===== src/logic/oag_pkg.sv =====
package oag_pkg;

  // --------------------------------------------------------------------------
  // Register map
  // --------------------------------------------------------------------------
  // The printed offset is not word aligned, so it is kept as the register index
  // and the register owns the whole word at four times that index
  localparam logic [31:0] PAGE_SEL_ADDR  = 32'h0000_00f3;
  localparam logic [31:0] PAGE_SEL_BYTE  = PAGE_SEL_ADDR << 2;
  localparam logic [7:0]  PAGE_SEL_RESET = 8'h00;
  localparam logic [31:0] STATUS_BYTE    = 32'h0000_00f4;
  localparam logic [7:0]  ZERO_PAGE      = 8'h00;

  // --------------------------------------------------------------------------
  // AHB-Lite encodings
  // --------------------------------------------------------------------------
  localparam logic [1:0]  HTRANS_NONSEQ  = 2'h2;
  localparam logic [2:0]  HSIZE_WORD     = 3'h2;

  // --------------------------------------------------------------------------
  // Addressing modes
  // --------------------------------------------------------------------------
  typedef enum logic [3:0] {
    MODE_REG      = 4'h0,
    MODE_IMM      = 4'h1,
    MODE_DP       = 4'h2,
    MODE_ABS      = 4'h3,
    MODE_ABS_RMW  = 4'h4,
    MODE_X_INC    = 4'h5,
    MODE_X        = 4'h6,
    MODE_DP_X     = 4'h7,
    MODE_DP_Y     = 4'h8,
    MODE_ABS_Y    = 4'h9,
    MODE_DP_IND   = 4'ha
  } addr_mode_e;

  // Selector for the register operand
  typedef enum logic [2:0] {
    REG_ACC = 3'h0,
    REG_X   = 3'h1,
    REG_Y   = 3'h2,
    REG_C   = 3'h3,
    REG_PSW = 3'h4
  } core_reg_e;

  // Request from instruction decode
  typedef struct packed {
    logic       valid;
    addr_mode_e mode;
    core_reg_e  reg_sel;
    logic [7:0] op1;
    logic [7:0] op2;
  } oag_req_s;

  // Answer toward data memory and register file
  typedef struct packed {
    logic        valid;
    logic        mem_access;
    logic        is_reg;
    core_reg_e   reg_sel;
    logic        is_imm;
    logic [7:0]  imm_data;
    logic [15:0] addr;
    logic        x_inc;
    logic [7:0]  x_next;
    logic        is_target;
    logic [15:0] target;
  } oag_rsp_s;

  // Pointer fetch handshake with data memory
  typedef struct packed {
    logic        rd;
    logic [15:0] addr;
  } ptr_rd_s;

  // Indirect fetch states, one-hot
  typedef enum logic [2:0] {
    ST_IDLE = 3'b001,
    ST_LO   = 3'b010,
    ST_HI   = 3'b100
  } ind_state_e;

endpackage : oag_pkg


===== src/logic/operand_address_generator.sv =====
// Summary of operation
// Register mode selects A, X, Y, C or PSW; no memory access.
// Immediate mode passes the second byte as data, no lookup.
// With paging on, address is page register high byte, instruction byte low.
// With paging off, direct page is always page zero.
// Direct page mode uses the operand byte as offset in the page.
// Absolute mode takes second byte low, third byte high.
// Absolute read-modify-write uses full address, ignoring paging.
// Auto-increment mode addresses X in direct page, then X plus 1.
// Indexed mode without offset addresses X inside the direct page.
// X-indexed direct page adds operand to X within the page.
// Y-indexed direct page adds operand to Y within the page.
// Y-indexed absolute adds Y to the 16-bit address.
// Direct page indirect reads a byte pair as the jump target.
// Direct page offset sums wrap to 8 bits, no page carry.
`timescale 1ns/1ps
`default_nettype none
module operand_address_generator
  import oag_pkg::*;
(
  input  wire logic        hclk,
  input  wire logic        hresetn,
  // AHB-Lite slave
  input  wire logic        hsel,
  input  wire logic [31:0] haddr,
  input  wire logic [1:0]  htrans,
  input  wire logic        hwrite,
  input  wire logic [2:0]  hsize,
  input  wire logic [31:0] hwdata,
  input  wire logic        hready,
  output var  logic [31:0] hrdata,
  output var  logic        hreadyout,
  output var  logic        hresp,
  // Core side
  input  wire logic        paging_flag,
  input  wire logic [7:0]  x_index,
  input  wire logic [7:0]  y_index,
  input  wire oag_req_s    req,
  output var  oag_rsp_s    rsp,
  output var  logic        busy,
  output var  ptr_rd_s     ptr_rd,
  input  wire logic        ptr_valid,
  input  wire logic [7:0]  ptr_data
);

  // --------------------------------------------------------------------------
  // State
  // --------------------------------------------------------------------------
  typedef struct packed {
    logic        wr_pend;
    logic [31:0] wr_addr;
    logic [31:0] rdata;
    oag_rsp_s    rsp;
    ind_state_e  ind;
    logic [7:0]  ptr_off;
    logic [7:0]  ptr_page;
    logic [7:0]  tgt_lo;
    ptr_rd_s     ptr_rd;
    logic        busy;
  } oag_state_s;

  oag_state_s state_q;
  oag_state_s state_d;

  logic [7:0] page_q;
  logic       page_wr;

  // --------------------------------------------------------------------------
  // Helpers
  // --------------------------------------------------------------------------
  // Page that a direct page access lands in
  function automatic logic [7:0] dp_page(input logic gflag, input logic [7:0] page);
    dp_page = gflag ? page : ZERO_PAGE;
  endfunction : dp_page

  // Direct page address from an 8-bit offset; the offset never carries out
  function automatic logic [15:0] dp_addr(input logic [7:0] page, input logic [7:0] off);
    dp_addr = {page, off};
  endfunction : dp_addr

  // Word-aligned register decode
  function automatic logic addr_hit(input logic [31:0] a, input logic [31:0] base);
    addr_hit = (a[31:2] == base[31:2]);
  endfunction : addr_hit

  // --------------------------------------------------------------------------
  // Page register
  // --------------------------------------------------------------------------
  page_select_reg u_page (
    .hclk    (hclk),
    .hresetn (hresetn),
    .wr_en   (page_wr),
    .wr_data (hwdata[7:0]),
    .page_q  (page_q)
  );

  // The page register owns a whole word; only its low byte is stored
  assign page_wr = state_q.wr_pend && addr_hit(state_q.wr_addr, PAGE_SEL_BYTE);

  // --------------------------------------------------------------------------
  // Next state
  // --------------------------------------------------------------------------
  always_comb begin
    logic       acc;
    logic [7:0] pg;
    logic [7:0] sum;
    acc = 1'b0;
    pg  = 8'h00;
    sum = 8'h00;
    state_d = state_q;

    // AHB address phase; writes land in the following data phase
    acc = hsel && hready && (htrans == HTRANS_NONSEQ);
    state_d.wr_pend = acc && hwrite;
    if (acc) begin
      state_d.wr_addr = haddr;
    end
    if (acc && !hwrite) begin
      if (addr_hit(haddr, PAGE_SEL_BYTE)) begin
        state_d.rdata = {24'h00_0000, page_q};
      end else if (addr_hit(haddr, STATUS_BYTE)) begin
        // Live view of the block: paging flag, fetch busy, last address
        state_d.rdata = {14'h0000, state_q.busy, paging_flag, state_q.rsp.addr};
      end else begin
        state_d.rdata = 32'h0000_0000;    // Unmapped reads return zero
      end
    end

    // Decode answer stands for one cycle only
    state_d.rsp.valid  = 1'b0;
    state_d.rsp.x_inc  = 1'b0;
    state_d.ptr_rd.rd  = 1'b0;
    pg = dp_page(paging_flag, page_q);

    unique case (state_q.ind)
      ST_IDLE: begin
        if (req.valid) begin
          state_d.rsp = '0;
          state_d.rsp.valid = 1'b1;
          unique case (req.mode)
            MODE_REG: begin
              state_d.rsp.is_reg  = 1'b1;
              state_d.rsp.reg_sel = req.reg_sel;
            end
            MODE_IMM: begin
              state_d.rsp.is_imm   = 1'b1;
              state_d.rsp.imm_data = req.op1;
            end
            MODE_DP: begin
              state_d.rsp.mem_access = 1'b1;
              state_d.rsp.addr = dp_addr(pg, req.op1);
            end
            MODE_ABS, MODE_ABS_RMW: begin
              state_d.rsp.mem_access = 1'b1;
              state_d.rsp.addr = {req.op2, req.op1};
            end
            MODE_X_INC: begin
              state_d.rsp.mem_access = 1'b1;
              state_d.rsp.addr   = dp_addr(pg, x_index);
              state_d.rsp.x_inc  = 1'b1;
              state_d.rsp.x_next = x_index + 8'h01;
            end
            MODE_X: begin
              state_d.rsp.mem_access = 1'b1;
              state_d.rsp.addr = dp_addr(pg, x_index);
            end
            MODE_DP_X: begin
              sum = req.op1 + x_index;
              state_d.rsp.mem_access = 1'b1;
              state_d.rsp.addr = dp_addr(pg, sum);
            end
            MODE_DP_Y: begin
              sum = req.op1 + y_index;
              state_d.rsp.mem_access = 1'b1;
              state_d.rsp.addr = dp_addr(pg, sum);
            end
            MODE_ABS_Y: begin
              state_d.rsp.mem_access = 1'b1;
              state_d.rsp.addr = {req.op2, req.op1} + {8'h00, y_index};
            end
            MODE_DP_IND: begin
              // Pointer fetch: answer waits for both bytes
              state_d.rsp.valid = 1'b0;
              state_d.ptr_off   = req.op1;
              state_d.ptr_page  = pg;
              state_d.ptr_rd.rd   = 1'b1;
              state_d.ptr_rd.addr = dp_addr(pg, req.op1);
              state_d.busy = 1'b1;
              state_d.ind  = ST_LO;
            end
            default: begin
              state_d.rsp.valid = 1'b0;   // Illegal mode code is ignored
            end
          endcase
        end
      end
      ST_LO: begin
        state_d.ptr_rd.rd = !ptr_valid;
        if (ptr_valid) begin
          state_d.tgt_lo = ptr_data;
          // Second pointer byte stays inside the page
          state_d.ptr_rd.rd   = 1'b1;
          state_d.ptr_rd.addr = dp_addr(state_q.ptr_page, state_q.ptr_off + 8'h01);
          state_d.ind = ST_HI;
        end
      end
      ST_HI: begin
        state_d.ptr_rd.rd = !ptr_valid;
        if (ptr_valid) begin
          state_d.rsp = '0;
          state_d.rsp.valid     = 1'b1;
          state_d.rsp.is_target = 1'b1;
          state_d.rsp.target    = {ptr_data, state_q.tgt_lo};
          state_d.rsp.addr      = {ptr_data, state_q.tgt_lo};
          state_d.busy = 1'b0;
          state_d.ind  = ST_IDLE;
        end
      end
      default: begin
        state_d.ind  = ST_IDLE;
        state_d.busy = 1'b0;
      end
    endcase
  end

  // --------------------------------------------------------------------------
  // Registers
  // --------------------------------------------------------------------------
  always_ff @(posedge hclk or negedge hresetn) begin
    if (!hresetn) begin
      state_q <= '{wr_pend: 1'b0, wr_addr: 32'h0000_0000, rdata: 32'h0000_0000,
                   rsp: '0, ind: ST_IDLE, ptr_off: 8'h00, ptr_page: 8'h00,
                   tgt_lo: 8'h00, ptr_rd: '0, busy: 1'b0};
    end else begin
      state_q <= state_d;
    end
  end

  // Outputs straight from flip-flops, hreadyout and hresp tied off; the slave never inserts wait states
  assign hrdata    = state_q.rdata;
  assign hreadyout = 1'b1;
  assign hresp     = 1'b0;
  assign rsp       = state_q.rsp;
  assign busy      = state_q.busy;
  assign ptr_rd    = state_q.ptr_rd;

endmodule : operand_address_generator
`default_nettype wire


===== src/logic/page_select_reg.sv =====
`timescale 1ns/1ps
`default_nettype none
module page_select_reg
  import oag_pkg::*;
(
  input  wire logic       hclk,
  input  wire logic       hresetn,
  input  wire logic       wr_en,
  input  wire logic [7:0] wr_data,
  output var  logic [7:0] page_q
);

  typedef struct packed {
    logic [7:0] page;
  } page_state_s;

  page_state_s state_q;
  page_state_s state_d;

  // Next page value on a write
  always_comb begin
    state_d = state_q;
    if (wr_en) begin
      state_d.page = wr_data;
    end
  end

  // Page register
  always_ff @(posedge hclk or negedge hresetn) begin
    if (!hresetn) begin
      state_q <= '{page: PAGE_SEL_RESET};
    end else begin
      state_q <= state_d;
    end
  end

  assign page_q = state_q.page;

endmodule : page_select_reg
`default_nettype wire


===== config.mk =====
export PLATFORM = sky130hd
export DESIGN_NAME = operand_address_generator
export DESIGN_NICKNAME = d
export VERILOG_FILES = /design/src/logic/oag_pkg.sv /design/src/logic/operand_address_generator.sv /design/src/logic/page_select_reg.sv
export SDC_FILE = /design/constraint.sdc
export NUM_CORES = 1
export LEC_CHECK = 0
export BUFFER_PORTS_ARGS = -buffer_cell sky130_fd_sc_hd__buf_2
export CORE_MARGIN = 10
export CORE_UTILIZATION = 58
export CTS_BUF_LIST = sky130_fd_sc_hd__clkbuf_4 sky130_fd_sc_hd__clkbuf_8 sky130_fd_sc_hd__clkbuf_16
export CTS_CLUSTER_DIAMETER = 50
export DETAILED_ROUTE_END_ITERATION = 10
export GPL_TIMING_DRIVEN = 0
export PLACE_DENSITY = 0.9
export SLEW_MARGIN = 25
export SYNTH_ARGS = -nofsm -noshare
export SYNTH_HDL_FRONTEND = slang
export SYNTH_SLANG_ARGS = --single-unit

===== constraint.sdc =====
create_clock -name hclk -period 6.15 [get_ports hclk]
set_clock_uncertainty 0.1 [all_clocks]
set_input_delay 0.3075 -clock hclk [delete_from_list [all_inputs] [get_ports hclk]]
set_output_delay 0.3075 -clock hclk [all_outputs]
set_load 0.05 [all_outputs]

==> results by group <==
Final layout
  • Count of non-filler cells in the finished layout: 1252
  • Layout area overhead: 21.8%
  • Core Util, Final: 0.725
  • Layout cells sized above 1: 0.378
  • Fill cells: 1047
  • Fin nets: 1196

Synthesis
  • Largest cells by area after synthesis: dfrtp_1, buf_4, mux2_2
  • Synth Warn #: 0
  • Most frequent cells after synthesis: dfrtp_1, buf_4, nand2_1, mux2_2, nor2_1
  • Mapped Cells: 831
  • Most frequent cell after synthesis: dfrtp_1
  • Sequential area share after synthesis: 0.456
  • Asr flop ratio synth: 1.00
  • Avg Inst Size Synth: 10.5 um^2
  • Post-synth EDFFs: 0
  • Post-synth top flop: dfrtp_1
  • Register bit count reported by yosys: 159
  • Mapped cell area: 8720 um^2
  • Synth area leader: dfrtp_1
  • Distinct cells, synth: 70
  • Area share of the largest cell type after synthesis: 0.453

Floorplanning
  • Die X-Extent: 143 um
  • Core box area: 14600 um^2
  • Die H: 143 um
  • # IOs: 233
  • Starting Density: 0.596
  • Cell Rows: 44
  • Die area: 20300 um^2

Worst setup path
  • Worst EP required: 6.34 ns
  • CP Max Fanout: 9
  • Startpoint Class: input pin
  • Critical path class: in -> reg
  • Reg2reg start: state_q[42]
  • Arrival time worst endpoint: 3.09 ns
  • Setup crit end kind: register
  • Setup crit start: req[19]

CTS
  • Clk sinks: 159
  • H-tree levels: 4
  • Setup bufs post-CTS: 0
  • TritonCTS clock tree: done
  • Reg clk slew, reported paths: 0.07 ns
  • Clk buf depth: 2
  • Clk_lat worst skew: 0.43 ns
  • Root Driver: clkbuf_16
  • Cts bufs inserted: 17

Status
  • Run status: completed

STA
  • Max Freq: 345 MHz
  • Fin crit share: 0.471
  • Pins Over Slew Limit: 0
  • Slew Limit Headroom: 0.431
  • Setup violations, final: 0
  • Final Hold Fails: 0
  • Final min period: 2.90 ns
  • Final setup TNS: 0 ns
  • RSZ-0062 raised after global routing: false
  • Crit path setup slack, layout: 3.25 ns
  • Actual slew at the worst max-slew pin: 0.843 ns

Routing
  • DR pass1 iterations: 5
  • Routed len/inst: 21.0 um
  • Vias after detailed routing: 7473
  • Drc violations: 0
  • Post-Route WL: 26300 um
  • DR vias/cell: 5.97
  • Iter 0 DRT Violations: 695
  • Routed Antenna Nets: 0

Min path
  • Hold WC Path Type: in -> reg
  • HP Start: hwdata[2]

Pwr
  • IR drop worst, VDD: 223 uV
  • Static Leakage: 0.00537 uW
  • Overall power: 2940 uW
  • PwrDens: 276 nW/um^2

Place
  • Routability cong.: 0.971
  • DP Cell Count: 1213
  • IO buf count: 183
  • DP Wirelength: 20000 um
  • Dpl ws: 2.90 ns

Global routing
  • GR Util All Layers: 0.255
  • Pin count of the biggest net entering global routing: 94
  • Gr ovfl total: 0
  • Antenna violations before repair: 3
  • Global-route wire length before repair: 40800 um
  • Vias in the first global route: 7547

Job
  • Number of max-cap violations: 0
[through the flow]
step	hold slack, ns	cell area [um^2]
global route	0.0162	10600
floorplan	-0.0881	8770
finish	0.00805	10600
detailed placement	0.267	9960
CTS	0.00655	10600
global placement	0.354	9920
[sequential cells by signal, indices dropped and copies added, names as in the netlist]
signal / flops
state_q: 58
rsp: 57
u_page.page_q: 8
ptr_rd: 17
busy: 1
hrdata: 18
[layout by cell type, fill, tap and decap left out, types with 26 or more instances in the layout]
master and instances:
buf_2 187, dfrtp_1 158, buf_4 108, nand2_1 65, mux2_2 60, nor2_1 50
a22o_1 37, o21ai_0 35, a22oi_1 31, a21oi_1 26, clkbuf_1 26
[where the power goes]
group | total (uW) | internal (uW) | switching, uW
sequential | 1220 | 1150 | 76.7
clock | 1080 | 634 | 443
combinational | 635 | 240 | 394
[path summary, 6_finish.rpt]
check,end,depth (start not counted),slack (ns)
worst max register to register,rsp[29],8,3.29
worst min-delay path,u_page.page_q[2],2,0.008
worst min register to register,hrdata[2],2,0.38
max in group asynchronous,state_q[42],3,4.79
worst max-delay path,rsp[30],11,3.25
min in group asynchronous,u_page.page_q[1],2,0.37
[kinds of logic (layout without fill, tap and decap cells)]
| kind of cell | Yosys count | in the layout | share of synthesized area |
|---|---|---|---|
| AO/OA/AOI/OAI | 204 | 204 | 0.169 |
| adder cells (fa/ha/maj) | 20 | 20 | 0.0304 |
| buffers and inverters | 156 | 376 | 0.116 |
| AND/OR/NAND/NOR | 198 | 198 | 0.117 |
| other | 2 | 19 | 0.000861 |
| XOR/XNOR | 26 | 26 | 0.0261 |
| flip-flops | 159 | 159 | 0.456 |
| multiplexers | 66 | 66 | 0.0844 |
[worst max-delay path: stages]
cell      delay, ns
buf_2          0.17
nor4b_4        0.67
mux2_2         0.28
ha_1           0.16
inv_1          0.06
fa_1           0.39
nand2b_1       0.18
a21oi_1        0.20
a211oi_1       0.07
o21ai_0        0.51
nand2_1        0.09
[what timing repair did]
item | 4_1_cts | 5_1_grt
resized for setup | 0 | 0
hold buffers | 4 | 0
hold endpoints to repair | 95 | 0
[cell type report]
type | instances | area (um^2) | area share
Sequential cell | 159 | 3980 | 0.375
Inverter | 10 | 37.5 | 0.00353
Clock inverter | 11 | 130 | 0.0123
Antenna cell | 3 | 7.51 | 0.000707
Tap cell | 184 | 230 | 0.0217
Multi-Input combinational cell | 530 | 3800 | 0.358
Buffer | 146 | 975 | 0.0918
Clock buffer | 21 | 468 | 0.0441
Timing Repair Buffer | 188 | 993 | 0.0936
[per-layer routing]
layer,wire length (um),up-vias,global-route usage
met5,0,-,0.00500
met4,642,0,0.0917
met3,2630,49,0.0720
met2,12600,413,0.423
met1,10400,3659,0.313
li1,-,3352,-
No activity file was read; power rests on OpenSTA's default activity.
